## src/design/io_pin_params.svh

```systemverilog
`ifndef IO_PIN_PARAMS_SVH
`define IO_PIN_PARAMS_SVH

`define PIN_COUNT           11
`define SYS_CLK_DIV         2
`define INPUT_CLK_MHZ       125
`define MIN_HOLD_NS         220
`define LEVEL_CLK_NS        200
`define CLK_PERIOD_NS       8
`define MIN_HOLD_CYCLES     ((`MIN_HOLD_NS + `CLK_PERIOD_NS - 1) / `CLK_PERIOD_NS)
`define SERIAL_CLK_PIN      8
`define SERIAL_DATA0_PIN    9
`define SERIAL_DATA1_PIN    10
`define ADDR_STROBE_PIN     8
`define WRITE_STROBE_PIN    9
`define READ_STROBE_PIN     10
`define MAX_XFER_COUNT      8'hFF
`define SYNC_RESET          11'h000

`endif

```

## src/design/io_pin_pkg.sv

```systemverilog
package io_pin_pkg;
    typedef enum logic [1:0] {
        MODE_DIRECT   = 2'b00,
        MODE_SERIAL   = 2'b01,
        MODE_PARALLEL = 2'b10,
        MODE_MUXBUS   = 2'b11
    } pin_mode_e;

    typedef enum logic [1:0] {
        XFER_IDLE = 2'b00,
        XFER_BUSY = 2'b01,
        XFER_DONE = 2'b10
    } xfer_state_e;

    typedef logic [10:0] pin_vec_t;
endpackage : io_pin_pkg

```

## src/design/pin_sync_if.sv

```systemverilog
`timescale 1ns/100ps
`default_nettype none
interface pin_sync_if;
    logic [10:0] raw;
    logic [10:0] synced;
    logic        sys_tick;
    modport sync_side (input raw, input sys_tick, output synced);
    modport user_side (output raw, output sys_tick, input synced);
endinterface : pin_sync_if
`default_nettype wire

```

## src/design/io_pin_function_sync.sv

```systemverilog
`timescale 1ns/100ps
`default_nettype none
`include "io_pin_params.svh"
module io_pin_function_sync (
    input  wire logic        clk_i,
    input  wire logic        rstn_i,
    input  wire logic [10:0] pin_in_i,
    output logic      [10:0] pin_out_o,
    output logic      [10:0] pin_oe_o,
    input  wire logic [1:0]  mode_i,
    input  wire logic [7:0]  level_detect_en_i,
    input  wire logic        sample_req_i,
    output logic      [10:0] sample_data_o,
    output logic      [7:0]  level_flag_o,
    output logic             sample_valid_o,
    input  wire logic [3:0]  timer_sel_i,
    output logic      [15:0] edge_count_o,
    input  wire logic        xfer_start_i,
    input  wire logic        xfer_write_i,
    input  wire logic [7:0]  xfer_len_i,
    input  wire logic [7:0]  xfer_data_i,
    input  wire logic        xfer_addr_phase_i,
    output logic             app_stall_o,
    output logic             xfer_done_o,
    output logic      [7:0]  xfer_rdata_o,
    input  wire logic        net_tx_i,
    output logic             net_tx_o
);
    // ****************************************
    // system tick and synchroniser
    // ****************************************
    logic              tick_q, tick_d;
    pin_sync_if        psif();

    always_comb begin
        tick_d = ~tick_q;
    end

    always_ff @(posedge clk_i) begin
        if (!rstn_i) tick_q <= 1'b0;
        else         tick_q <= tick_d;
    end

    assign psif.raw      = pin_in_i;
    assign psif.sys_tick = tick_q;

    pin_sync u_sync (
        .clk_i  (clk_i),
        .rstn_i (rstn_i),
        .sif    (psif)
    );

    function automatic logic is_fall(input logic prev, input logic cur);
        return prev & ~cur;
    endfunction : is_fall

    // ****************************************
    // previous synced level for edge detection
    // ****************************************
    logic [10:0] syn;
    logic [10:0] prev_q, prev_d;

    assign syn = psif.synced;

    always_comb begin
        prev_d = prev_q;
        if (tick_q) begin
            prev_d = syn;
        end
    end

    always_ff @(posedge clk_i) begin
        // same idle level as the synchroniser, so no false edge after reset
        if (!rstn_i) begin
            prev_q <= `SYNC_RESET;
        end else begin
            prev_q <= prev_d;
        end
    end

    // ****************************************
    // software sample of plain inputs
    // ****************************************
    logic [10:0] samp_q, samp_d;
    logic        sv_q, sv_d;

    always_comb begin
        samp_d = samp_q;
        sv_d   = 1'b0;
        if (sample_req_i) begin
            samp_d = syn;
            sv_d   = 1'b1;
        end
    end

    always_ff @(posedge clk_i) begin
        if (!rstn_i) begin
            samp_q <= `SYNC_RESET;
            sv_q   <= 1'b0;
        end else begin
            samp_q <= samp_d;
            sv_q   <= sv_d;
        end
    end

    // ****************************************
    // sticky falling-edge latches, pins 0 to 7
    // ****************************************
    wire logic [7:0] lvl_w;

    for (genvar g = 0; g < 8; g++) begin : g_level
        logic flag_q, flag_d;

        always_comb begin
            flag_d = flag_q;
            if (sample_req_i) begin
                flag_d = 1'b0;
            end
            // a fall in the clearing cycle wins over the clear
            if (tick_q && level_detect_en_i[g] && is_fall(prev_q[g], syn[g])) begin
                flag_d = 1'b1;
            end
        end

        always_ff @(posedge clk_i) begin
            if (!rstn_i) begin
                flag_q <= 1'b0;
            end else begin
                flag_q <= flag_d;
            end
        end

        assign lvl_w[g] = flag_q;
    end

    // ****************************************
    // timer input: falls on pins 4 to 7
    // ****************************************
    logic [15:0] cnt_q, cnt_d;
    logic        tmr_fall;

    always_comb begin
        tmr_fall = 1'b0;
        for (int i = 0; i < 4; i++) begin
            if (timer_sel_i[i] && is_fall(prev_q[i + 4], syn[i + 4])) begin
                tmr_fall = 1'b1;
            end
        end
        cnt_d = cnt_q;
        if (tick_q && tmr_fall) begin
            cnt_d = cnt_q + 16'h0001;
        end
    end

    always_ff @(posedge clk_i) begin
        if (!rstn_i) begin
            cnt_q <= 16'h0000;
        end else begin
            cnt_q <= cnt_d;
        end
    end

    // ****************************************
    // firmware transfer control
    // ****************************************
    io_pin_pkg::xfer_state_e st_q, st_d;
    logic [7:0]              left_q, left_d;
    logic                    done_q, done_d, stall_q, stall_d;
    logic                    step;

    // one unit moves per system tick while busy
    assign step = (st_q == io_pin_pkg::XFER_BUSY) && tick_q;

    always_comb begin
        st_d    = st_q;
        left_d  = left_q;
        done_d  = 1'b0;
        stall_d = stall_q;
        case (st_q)
            io_pin_pkg::XFER_IDLE: begin
                if (xfer_start_i && xfer_len_i != 8'h00) begin
                    st_d    = io_pin_pkg::XFER_BUSY;
                    left_d  = xfer_len_i;
                    stall_d = 1'b1;
                end
            end
            io_pin_pkg::XFER_BUSY: begin
                if (step) begin
                    left_d = left_q - 8'h01;
                    if (left_q == 8'h01) begin
                        st_d = io_pin_pkg::XFER_DONE;
                    end
                end
            end
            io_pin_pkg::XFER_DONE: begin
                st_d    = io_pin_pkg::XFER_IDLE;
                done_d  = 1'b1;
                stall_d = 1'b0;
            end
            default: begin
                st_d = io_pin_pkg::XFER_IDLE;
            end
        endcase
    end

    always_ff @(posedge clk_i) begin
        if (!rstn_i) begin
            st_q    <= io_pin_pkg::XFER_IDLE;
            left_q  <= 8'h00;
            done_q  <= 1'b0;
            stall_q <= 1'b0;
        end else begin
            st_q    <= st_d;
            left_q  <= left_d;
            done_q  <= done_d;
            stall_q <= stall_d;
        end
    end

    // ****************************************
    // pin drive and read data of the objects
    // ****************************************
    logic [7:0]  rd_q, rd_d;
    logic [10:0] out_q, out_d, oe_q, oe_d;

    always_comb begin
        rd_d  = rd_q;
        out_d = out_q;
        oe_d  = oe_q;
        if (st_q != io_pin_pkg::XFER_BUSY) begin
            oe_d = 11'h000;
        end else if (step) begin
            case (io_pin_pkg::pin_mode_e'(mode_i))
                io_pin_pkg::MODE_SERIAL: begin
                    out_d[`SERIAL_CLK_PIN]   = ~out_q[`SERIAL_CLK_PIN];
                    out_d[`SERIAL_DATA0_PIN] = xfer_data_i[0];
                    oe_d = 11'h300 | {xfer_write_i, 10'h000};
                    rd_d = {rd_q[6:0], syn[`SERIAL_DATA1_PIN]};
                end
                io_pin_pkg::MODE_PARALLEL: begin
                    out_d = {3'b001, xfer_data_i};
                    oe_d  = {3'b111, {8{xfer_write_i}}};
                    rd_d  = syn[7:0];
                end
                io_pin_pkg::MODE_MUXBUS: begin
                    out_d[7:0]               = xfer_data_i;
                    out_d[`ADDR_STROBE_PIN]  = xfer_addr_phase_i;
                    out_d[`WRITE_STROBE_PIN] = xfer_write_i & ~xfer_addr_phase_i;
                    out_d[`READ_STROBE_PIN]  = ~xfer_write_i & ~xfer_addr_phase_i;
                    oe_d = {3'b111, {8{xfer_write_i | xfer_addr_phase_i}}};
                    rd_d = syn[7:0];
                end
                default: begin
                    oe_d = 11'h000;
                end
            endcase
        end
    end

    always_ff @(posedge clk_i) begin
        if (!rstn_i) begin
            rd_q  <= 8'h00;
            out_q <= 11'h000;
            oe_q  <= 11'h000;
        end else begin
            rd_q  <= rd_d;
            out_q <= out_d;
            oe_q  <= oe_d;
        end
    end

    // ****************************************
    // network path, untouched by a stall
    // ****************************************
    logic net_q, net_d;

    always_comb begin
        net_d = net_tx_i;
    end

    always_ff @(posedge clk_i) begin
        if (!rstn_i) begin
            net_q <= 1'b0;
        end else begin
            net_q <= net_d;
        end
    end

    assign pin_out_o      = out_q;
    assign pin_oe_o       = oe_q;
    assign sample_data_o  = samp_q;
    assign sample_valid_o = sv_q;
    assign level_flag_o   = lvl_w;
    assign edge_count_o   = cnt_q;
    assign app_stall_o    = stall_q;
    assign xfer_done_o    = done_q;
    assign xfer_rdata_o   = rd_q;
    assign net_tx_o       = net_q;
endmodule : io_pin_function_sync
`default_nettype wire

```

## src/design/pin_sync.sv

```systemverilog
`timescale 1ns/100ps
`default_nettype none
`include "io_pin_params.svh"
// ****************************************
// three-stage synchroniser on system tick
// ****************************************
module pin_sync (
    input  wire logic       clk_i,
    input  wire logic       rstn_i,
    pin_sync_if.sync_side   sif
);
    logic [10:0] s1_q, s2_q, s3_q, out_q;
    logic [10:0] s1_d, s2_d, s3_d, out_d;

    always_comb begin
        s1_d  = s1_q;
        s2_d  = s2_q;
        s3_d  = s3_q;
        out_d = out_q;
        if (sif.sys_tick) begin
            s1_d = sif.raw;
            s2_d = s1_q;
            s3_d = s2_q;
            // level accepted when stage two and three agree
            for (int i = 0; i < 11; i++) begin
                if (s2_q[i] == s3_q[i]) begin
                    out_d[i] = s3_q[i];
                end
            end
        end
    end

    always_ff @(posedge clk_i) begin
        if (!rstn_i) begin
            s1_q  <= `SYNC_RESET;
            s2_q  <= `SYNC_RESET;
            s3_q  <= `SYNC_RESET;
            out_q <= `SYNC_RESET;
        end else begin
            s1_q  <= s1_d;
            s2_q  <= s2_d;
            s3_q  <= s3_d;
            out_q <= out_d;
        end
    end

    assign sif.synced = out_q;
endmodule : pin_sync
`default_nettype wire

```

## config.mk

```make
export PLATFORM = sky130hd
export DESIGN_NAME = io_pin_function_sync
export DESIGN_NICKNAME = d
export VERILOG_FILES = /design/src/design/io_pin_pkg.sv /design/src/design/pin_sync_if.sv /design/src/design/io_pin_function_sync.sv /design/src/design/pin_sync.sv
export VERILOG_INCLUDE_DIRS = /design/src /design/src/design
export SDC_FILE = /design/constraint.sdc
export NUM_CORES = 1
export LEC_CHECK = 0
export ABC_AREA = 1
export BUFFER_PORTS_ARGS = -buffer_cell sky130_fd_sc_hd__buf_2
export CAP_MARGIN = 15
export CORE_MARGIN = 2
export CORE_UTILIZATION = 45
export DETAILED_ROUTE_END_ITERATION = 6
export HOLD_SLACK_MARGIN = 0.05
export PLACE_DENSITY = 0.77
export REMOVE_ABC_BUFFERS = 1
export SLEW_MARGIN = 40
export SYNTH_ARGS = -nofsm -noshare
export SYNTH_HDL_FRONTEND = slang
export SYNTH_SLANG_ARGS = --single-unit
```

## constraint.sdc

```tcl
create_clock -name clk_i -period 1.18 [get_ports clk_i]
set_input_delay 0.236 -clock clk_i [delete_from_list [all_inputs] [get_ports clk_i]]
set_output_delay 0.236 -clock clk_i [all_outputs]
set_load 0.01 [all_outputs]
```

==> results of run 1 <==
[placed cells by master, fill, tap and decap left out, types with 6 or more instances in the layout]
cell type / Yosys / final
nand2_2: 2 / 16
nand3_2: 1 / 6
a31oi_1: 8 / 8
nand2_1: 140 / 119
nor2_2: 3 / 8
nor2_4: 2 / 11
a21oi_2: 0 / 10
clkbuf_16: 0 / 18
o21ai_0: 77 / 60
buf_4: 18 / 69
dfxtp_4: 0 / 13
inv_1: 41 / 30
buf_6: 5 / 30
buf_12: 0 / 9
nand2_4: 1 / 8
dlygate4sd3_1: 0 / 7
xor2_1: 6 / 6
o21ai_2: 0 / 7
a21oi_1: 73 / 63
o21ai_1: 8 / 18
dfxtp_2: 0 / 21
inv_2: 8 / 13
nor2_1: 94 / 80
nand3_1: 32 / 24
buf_2: 9 / 99
inv_4: 0 / 6
dfxtp_1: 124 / 90
nand4_1: 9 / 9
[cells by family (layout without fill, tap and decap cells)]
| logic type | Yosys count | after routing | synth area share |
|---|---|---|---|
| fa+ha+maj | 3 | 3 | 0.007127 |
| buf+inv | 103 | 300 | 0.09549 |
| xor+xnor | 8 | 8 | 0.01330 |
| compound gates | 179 | 179 | 0.1819 |
| simple gates | 292 | 292 | 0.2309 |
| flops | 124 | 124 | 0.4713 |
[registers in the layout, summed over array words and instances, names as in the netlist]
register           count
sample_data_o         11
pin_oe_o               3
app_stall_o            1
xfer_done_o            1
xfer_rdata_o           8
edge_count_o          16
left_q                 8
net_tx_o               1
u_sync.s3_q           11
st_q                   2
pin_out_o             11
u_sync.s1_q           11
u_sync.sif.synced     11
u_sync.s2_q           11
psif.sys_tick          1
g_level.flag_q         8
sample_valid_o         1
prev_q                 8
[final timing paths]
check                                       from                        endpoint  slack, ps  cells after the start
setup reg to reg    edge_count_o[5]$_SDFFE_PN0P_    edge_count_o[8]$_SDFFE_PN0P_       -170                      7
setup / recovery    edge_count_o[5]$_SDFFE_PN0P_    edge_count_o[8]$_SDFFE_PN0P_       -170                      7
hold / removal                       pin_in_i[4]     u_sync.s1_q[4]$_SDFFE_PN0P_         60                      3
hold reg to reg   g_level[1].flag_q$_SDFFE_PN0P_  g_level[1].flag_q$_SDFFE_PN0P_        460                      2
[layout make-up]
class	count	area [um^2]	share of cell area
tap	143	178.9	0.02260
clock buffer	17	425.4	0.05374
clock inverter	15	190.2	0.02402
multi-input combinational	482	2660	0.3360
timing repair buffer	218	1702	0.2150
inverter	50	202.7	0.02560
sequential	124	2557	0.3231
[routing by layer]
metal  global-route usage  wire, um  part of all wire
met1               0.2800      6677              0.42
met2               0.4052      8160              0.51
met3              0.06749       956             0.059
met4              0.06992       292             0.018
met5                    0         0                 0
[critical path, delay by kind of cell (launching register included)]
kind	cells	cell delay (ps)
AO/OA/AOI/OAI	1	130
XOR/XNOR	1	170
buffers and inverters	1	140
flip-flops	1	370
AND/OR/NAND/NOR	4	480
[metrics by stage]
stage / hold WS (ps) / instances
floorplan: 325.4 / 656
global placement: 418.6 / 987
detailed placement: 426.4 / 987
CTS: 52.20 / 1040
global route: 78.82 / 1049
finish: 57.09 / 1049
[power by group through the flow]
stage               sequential, W  clock [W]  combinational [W]
global route              0.00456    0.00565            0.00171
finish                    0.00454    0.00541            0.00155
global placement          0.00460          0            0.00119
floorplan                 0.00464          0           0.000567
detailed placement        0.00461          0            0.00121
CTS                       0.00453    0.00545            0.00135
[timing repair]
| item | CTS | global route |
|---|---|---|
| hold endpoints to repair | 7 | 0 |
| gates resized for setup | 81 | 130 |
| endpoints found under the setup margin | 78 | 91 |
| gates cloned | 3 | 1 |
| setup buffers | 15 | 8 |
| hold buffers | 7 | 0 |
| pin swaps | 8 | 51 |
==> metrics.yaml, run 1 <==
sta:
  finalCriticalPeriod_ps: 1351
  drv_slew: 0
  fin_crit_sh: 1.145
  fmaxAchievable_mhz: 740.1
  timing.final.ws_setup_ps: -171.1
  hold_viol: 0
  tns_ps: -1758
  rsz0062_at_grt: "yes"
  tightestPinTransition_ps: 249.8
  relSlewSlack: 0.8317
  setup_viol: 41
  skew_ps: 7.648
cts:
  cts_root_buffer: "clkbuf_16"
  tritoncts: "built"
  cts-htree-levels: 4
  clk_pin_slew_ps: 60
  clockBufferDepth: 2
  cts.sinks: 124
  cts_buffers: 17
  insertion_delay_ps: 420
run_status:
  violations: "negative setup slack"
  outcome: "complete, but fails checks"
global_route:
  grt_pass1_wl_mm: 23.94
  grt_remaining_overflow: 0
  track_usage: 0.2330
  grt_max_degree: 51
  first_global_vias: 5167
  grt_antenna_before_repair: 0
drt:
  viasPerCell: 5.253
  vias: 5510
  route.antenna.remaining_nets: 0
  drt_iter0_markers: 363
  wirelength_mm: 16.09
  drtPass1Iterations: 6
  wl_per_cell_um: 15.34
  route.detailed.drc: 0
synthesis:
  synth-async-reset-ratio: 0
  syn_inst: 709
  netlist_area_mm2: 0.005268
  syn_area_per_cell_um2: 7.430
  yosysWarnings: 0
  synth-edff-count: 0
  synth-seq-cells: 124
  yosysMostFrequentCell: "nand2_1"
  yosysTopAreaCellShare: 0.4713
  synthTopCellsByArea: "dfxtp_1, nand2_1, o21ai_0"
  yosysUniqueCellTypes: 33
  yosys-top-cells-count: "nand2_1, dfxtp_1, nor2_1"
  synth_flop_cell: "dfxtp_1"
  yosysSeqAreaShare: 0.4713
  yosysTopAreaCell: "dfxtp_1"
floorplan:
  start_util: 0.4613
  die-area_mm2: 0.01259
  die-height_um: 112.2
  coreArea_mm2: 0.01142
  die_x_um: 112.2
  pin_count: 117
  num_rows: 39
worst_setup_path:
  slowest_delay_ps: 370
  end_kind: "register"
  path_max_fanout: 3
  crit_path_start_kind: "register"
  cp_cell_sequence: "buf_4 -> nand2_1 -> nor2_2 -> nand2_1 -> xnor2_1 -> nand2_1 -> a21oi_2"
  cp_common_cell: "nand2_1"
  cp_slowest_cell: "dfxtp_2"
  worstPathArrival_ps: 1700
  critical_path_class: "register to register"
  cp.required_ps: 1530
place:
  pre_cts_ws_ps: -186.6
  gp_congestion: 0.8586
  post_dp_cell_area_mm2: 0.006354
  dp_hpwl_mm: 9.070
  portBuffers: 116
power:
  leakage_nw: 3.408
  switching_power_w: 0.003069
  p_total_w: 0.01150
  switching_share: 0.2669
  combPwrFrac: 0.135
  clkPwrFrac: 0.470
  ir_worst_vdd_mv: 1.122
  powerDensity_mw_per_mm2: 1453
  p_int_w: 0.008430
  pwr-share-seq: 0.395
layout:
  synthToLayoutAreaGrowth_pct: 50.28
  postLayoutCoreUtil: 0.6933
  antenna_cells: 0
  nNetsFinal: 944
  final_area_mm2: 0.007916
  nFillCells: 869
  drive_above_1_share: 0.4150
run:
  maxCapViolations: 0
min_path:
  hp-class: "input pin to register"
No activity file was read; power rests on OpenSTA's default activity.
==> inputs of run 2 (changes only) <==
--- a/config.mk
+++ b/config.mk
@@ -18,4 +18,5 @@
 export SLEW_MARGIN = 40
 export SYNTH_ARGS = -nofsm -noshare
 export SYNTH_HDL_FRONTEND = slang
+export SYNTH_HIERARCHICAL = 1
 export SYNTH_SLANG_ARGS = --single-unit
==> metrics.yaml, run 2 <==
worst_setup_path:
  cp_common_cell: "nand2_1"
  reg2reg_depth: 8
  slowest_delay_ps: 330
  cp_cell_sequence: "buf_4 -> nand2_1 -> nor2_2 -> nand3_1 -> nand2_1 -> nand2_1 -> nand2_1 -> a21oi_1"
  worst_r2r_endpoint: "edge_count_o[10]$_SDFFE_PN0P_"
  critical_path_class: "register to register"
  reg2reg_from: "edge_count_o[8]$_SDFFE_PN0P_"
  path_buf_inv: 1
  cp_top_family: "simple AND/OR/NAND/NOR gates"
  worstPathArrival_ps: 1610
  reg2reg_slack_ps: -130
  cp.required_ps: 1480
  path_max_fanout: 4
  crit_path_start_kind: "register"
  cp_slowest_cell: "dfxtp_2"
  end_kind: "register"
cts:
  tritoncts: "built"
  clockBufferDepth: 2
  cts_buffers: 17
  insertion_delay_ps: 410
  cts-htree-levels: 4
  clk_pin_slew_ps: 60
  cts_root_buffer: "clkbuf_16"
  cts.sinks: 124
synthesis:
  netlist_area_mm2: 0.005484
  synth-seq-cells: 124
  yosysUniqueCellTypes: 34
  synth_flop_cell: "dfxtp_1"
  synth_compound_area_frac: 0.1428
  synth-async-reset-ratio: 0
  yosysWarnings: 6
  syn_area_per_cell_um2: 7.244
  yosysMostFrequentCell: "nand2_1"
  yosys-top-cells-count: "nand2_1, nor2_1, dfxtp_1"
  synth-edff-count: 0
  synthMuxAreaShare: 0
  yosysSeqAreaShare: 0.4527
  synth-simple-area-share: 0.2793
  synthTopCellsByArea: "dfxtp_1, nand2_1, nor2_1"
  synth_adder_area_share: 0.006845
  yosysTopAreaCell: "dfxtp_1"
  syn_inst: 757
  yosysTopAreaCellShare: 0.4527
  synth_top_family_by_area: "simple AND/OR/NAND/NOR gates"
  synth-xor-area-share: 0.01118
floorplan:
  die-height_um: 114.4
  num_rows: 40
  die_x_um: 114.4
  coreArea_mm2: 0.01196
  die-area_mm2: 0.01309
  start_util: 0.4585
  pin_count: 117
sta:
  timing.final.ws_setup_ps: -131.4
  tightestPinTransition_ps: 313.9
  fmaxAchievable_mhz: 762.6
  rsz0062_at_grt: "yes"
  fin_crit_sh: 1.111
  drv_slew: 0
  skew_ps: 8.466
  relSlewSlack: 0.7904
  hold_viol: 0
  setup_viol: 49
  finalCriticalPeriod_ps: 1311
  tns_ps: -2410
run:
  maxCapViolations: 0
power:
  ir_worst_vdd_mv: 1.053
  leakage_nw: 3.685
  powerDensity_mw_per_mm2: 1434
global_route:
  grt_antenna_before_repair: 0
  grt_max_degree: 44
  grt_pass1_wl_mm: 24.21
  first_global_vias: 5213
  grt_remaining_overflow: 0
  track_usage: 0.2309
layout:
  drive_above_1_share: 0.3842
  stdcell_count: 1124
  final_common_cell: "nand2_1"
  nNetsFinal: 1015
  largest_register_ffs: 16
  final_cell_mix: "nand2_1, nor2_1, buf_2"
  final_area_mm2: 0.008059
  postLayoutCoreUtil: 0.6737
  synthToLayoutAreaGrowth_pct: 46.95
drt:
  route.detailed.drc: 0
  vias: 5674
  drt_iter0_markers: 431
  wirelength_mm: 15.75
  wl_per_cell_um: 14.02
  drtPass1Iterations: 5
  viasPerCell: 5.048
  route.antenna.remaining_nets: 0
place:
  post_dp_cell_area_mm2: 0.006563
  gp_congestion: 0.8485
  dp_cells: 1051
  portBuffers: 116
  dp_hpwl_mm: 9.440
run_status:
  outcome: "complete, but fails checks"
  violations: "negative setup slack"
min_path:
  hold_path_depth: 3
  hp-start: "pin_in_i[8]"
  min_to: "u_sync/s1_q[8]$_SDFFE_PN0P_"
  hp-class: "input pin to register"
-- run 2: cell count changes in the layout (fill, tap and decap cells not counted), moves of 7 or more --
cell / previous run / this run
buf_4: 69 / 78
o21ai_0: 60 / 48
inv_1: 30 / 48
nand2_1: 119 / 158
a21oi_1: 63 / 52
nor2_1: 80 / 115
dlygate4sd3_1: 7 / 14
-- run 2: stage by stage --
| step | total power (W) | hold WS (ps) | setup WS, ps |
|---|---|---|---|
| 6_report | 0.01156 | 51.36 | -131.4 |
| 2_1_floorplan | 0.005257 | 325.4 | -1330 |
| 3_5_place_dp | 0.005865 | 432.5 | -179.2 |
| 4_1_cts | 0.01151 | 54.01 | -49.67 |
| 5_1_grt | 0.01202 | 73.25 | -279.4 |
| 3_3_place_gp | 0.005841 | 423.0 | -132.4 |
-- run 2: tightest hold or removal path: stages --
cell and delay [ps]:
buf_2 80, nor2_1 40, nor2_1 80
-- run 2: timing repair --
action                                  in CTS  in global routing
buffers inserted                            17                 11
cloned                                       4                  2
resized for setup                           87                 96
hold endpoints to repair                    14                  0
endpoints found under the setup margin      84                 83
pin swaps                                   13                 36
hold buffers                                14                  0
-- run 2: logic make-up (layout without fill, tap and decap cells) --
| group | count (synthesis) | after routing |
|---|---|---|
| buf+inv | 113 | 329 |
| flops | 124 | 124 |
| other cells | 0 | 1 |
| fa+ha+maj | 3 | 3 |
| xor+xnor | 7 | 7 |
| compound gates | 148 | 148 |
| simple gates | 362 | 365 |
-- run 2: final cells by class --
cell class	instances	area, um^2
flip-flops and latches	124	2544
clock buffers	20	456.7
clock inverters	11	167.7
inverters	68	277.8
diodes	1	2.502
fillers	951	3902
repair buffers	229	1684
well taps	147	183.9
repair inverters	1	11.26
multi-input cells	523	2731
-- run 2: worst max path at each step --
stage / from / to / slack (ps) / cells after the start
floorplan: psif.sys_tick$_SDFF_PN0_ / u_sync/s2_q[9]$_SDFFE_PN0P_ / -1330 / 3
detailed placement: edge_count_o[1]$_SDFFE_PN0P_ / edge_count_o[8]$_SDFFE_PN0P_ / -180 / 7
global route: edge_count_o[8]$_SDFFE_PN0P_ / edge_count_o[10]$_SDFFE_PN0P_ / -280 / 8
finish: edge_count_o[8]$_SDFFE_PN0P_ / edge_count_o[10]$_SDFFE_PN0P_ / -130 / 8
global placement: edge_count_o[1]$_SDFFE_PN0P_ / edge_count_o[8]$_SDFFE_PN0P_ / -130 / 7
CTS: edge_count_o[2]$_SDFFE_PN0P_ / edge_count_o[2] / -50 / 2
-- run 2: routing by layer --
metal,up-vias,wire (um),GRT usage
li1,2830,-,-
met2,185,7856,0.3862
met4,0,515,0.09756
met3,49,787,0.05770
met1,2610,6593,0.2827
met5,-,0,0
-- run 2: power by group --
group	leakage (nW)	switching (W)	internal [W]	total [W]
registers	1.03	0.000142	0.00439	0.00453
logic	2.35	0.000849	0.000682	0.00153
clock network	0.302	0.00187	0.00363	0.00550
total	3.68	0.00287	0.00869	0.0116
==> inputs of run 3 (changes only) <==
--- a/config.mk
+++ b/config.mk
@@ -13,7 +13,8 @@
 export CORE_UTILIZATION = 45
 export DETAILED_ROUTE_END_ITERATION = 6
 export HOLD_SLACK_MARGIN = 0.05
-export PLACE_DENSITY = 0.77
+export PLACE_DENSITY_LB_ADDON = 0.05
+export RECOVER_POWER = 50
 export REMOVE_ABC_BUFFERS = 1
 export SLEW_MARGIN = 40
 export SYNTH_ARGS = -nofsm -noshare
==> metrics.yaml, run 3 (synthesis results as in run 2) <==
run_status:
  outcome: "complete, but fails checks"
  violations: "negative setup slack"
sta:
  setup_viol: 46
  fin_crit_sh: 1.053
  hold_viol: 0
  relSlewSlack: 0.7558
  tns_ps: -1240
  fmaxAchievable_mhz: 804.4
  skew_ps: 8.121
  timing.final.ws_setup_ps: -63.13
  tightestPinTransition_ps: 365.8
  holdWs_ps: 65.42
  drv_slew: 0
  rsz0062_at_grt: "yes"
  finalCriticalPeriod_ps: 1243
global_route:
  grt_pass1_wl_mm: 24.18
  grt_antenna_before_repair: 0
  first_global_vias: 5240
  track_usage: 0.2330
  grt_remaining_overflow: 0
  grt_max_degree: 36
cts:
  clockBufferDepth: 2
  cts-htree-levels: 4
  cts_buffers: 17
  tritoncts: "built"
  cts_root_buffer: "clkbuf_16"
  cts.sinks: 124
  clk_pin_slew_ps: 50
  insertion_delay_ps: 410
layout:
  synthToLayoutAreaGrowth_pct: 49.44
  nNetsFinal: 1013
  antenna_cells: 0
  final_cell_mix: "nand2_1, nor2_1, buf_2"
  drive_above_1_share: 0.4119
  stdcell_count: 1118
  final_common_cell: "nand2_1"
  largest_register_ffs: 16
floorplan:
  die_x_um: 114.4
  die-area_mm2: 0.01309
  num_rows: 40
  die-height_um: 114.4
  start_util: 0.4585
  coreArea_mm2: 0.01196
  pin_count: 117
min_path:
  hp-class: "input pin to register"
drt:
  route.antenna.remaining_nets: 0
  viasPerCell: 4.992
  drt_iter0_markers: 302
  drtPass1Iterations: 5
  route.detailed.drc: 0
  wl_per_cell_um: 13.77
  wirelength_mm: 15.40
  vias: 5581
worst_setup_path:
  critical_path_class: "register to register"
  path_max_fanout: 8
  end_kind: "register"
  cp.required_ps: 1520
  crit_path_start_kind: "register"
  worstPathArrival_ps: 1580
run:
  maxCapViolations: 0
place:
  dp_hpwl_mm: 9.854
  gp_congestion: 0.8817
  portBuffers: 116
  dp_cells: 1052
power:
  ir_worst_vdd_mv: 1.043
  leakage_nw: 3.650
  powerDensity_mw_per_mm2: 1364
-- run 3: layer usage --
| metal | share of wire | up-vias | wire, um | global-route usage |
|---|---|---|---|---|
| met2 | 0.50 | 139 | 7693 | 0.4016 |
| met4 | 0.023 | 0 | 357 | 0.09268 |
| met3 | 0.046 | 29 | 715 | 0.06035 |
| li1 | - | 2834 | - | - |
| met1 | 0.43 | 2579 | 6629 | 0.2766 |
| met5 | 0 | - | 0 | 0 |
-- run 3: layout make-up --
type                       count  area (um^2)
sequential                   124         2555
fill                         996         3766
clock inverter                 8        121.4
tap                          147        183.9
timing repair buffer         228         1730
clock buffer                  20        446.7
inverter                      68        272.8
multi-input combinational    523         2885
-- run 3: where the power goes --
part / switching, W / internal [W] / total (W)
Combinational: 0.000868 / 0.000699 / 0.00157
Sequential: 0.000140 / 0.00439 / 0.00453
Clock: 0.00177 / 0.00331 / 0.00508
Total: 0.00278 / 0.00840 / 0.0112
-- run 3: final timing paths --
path                                     startpoint  slack, ps  cells past startpoint                            to
setup reg to reg  u_sync/sif.synced[7]$_SDFFE_PN0P_        -60                      8  edge_count_o[3]$_SDFFE_PN0P_
hold reg to reg         u_sync/s3_q[7]$_SDFFE_PN0P_        460                      2   u_sync/s3_q[7]$_SDFFE_PN0P_
setup / recovery  u_sync/sif.synced[7]$_SDFFE_PN0P_        -60                      8  edge_count_o[3]$_SDFFE_PN0P_
hold / removal                          pin_in_i[1]         70                      3   u_sync/s1_q[1]$_SDFFE_PN0P_
-- run 3: timing repair --
item,in CTS,in global routing
pin swaps,35,58
resized for setup,118,127
cloned,5,0
hold buffers,15,0
setup endpoints to repair,72,95
endpoints found under the hold margin,15,0
buffers inserted,17,7
-- run 3: metrics by stage --
step | area [um^2] | util | worst slack, ps | total power (W)
2_1_floorplan | 5151 | - | -1330 | 0.005257
3_3_place_gp | 6558 | 0.5482 | -129.8 | 0.005833
3_5_place_dp | 6558 | 0.5482 | -163.3 | 0.005863
4_1_cts | 7809 | 0.6528 | -69.21 | 0.01114
5_1_grt | 8195 | 0.6851 | -134.9 | 0.01167
6_report | 8195 | 0.6851 | -63.13 | 0.01118
-- run 3: worst max-delay path, stage by stage (launching register included) --
cell and delay [ps]:
dfxtp_1 350, inv_2 60, nand3_2 60, nand2_2 60, o21ai_4 140, buf_12 160, buf_16 150, nand2_4 50
a21oi_2 130
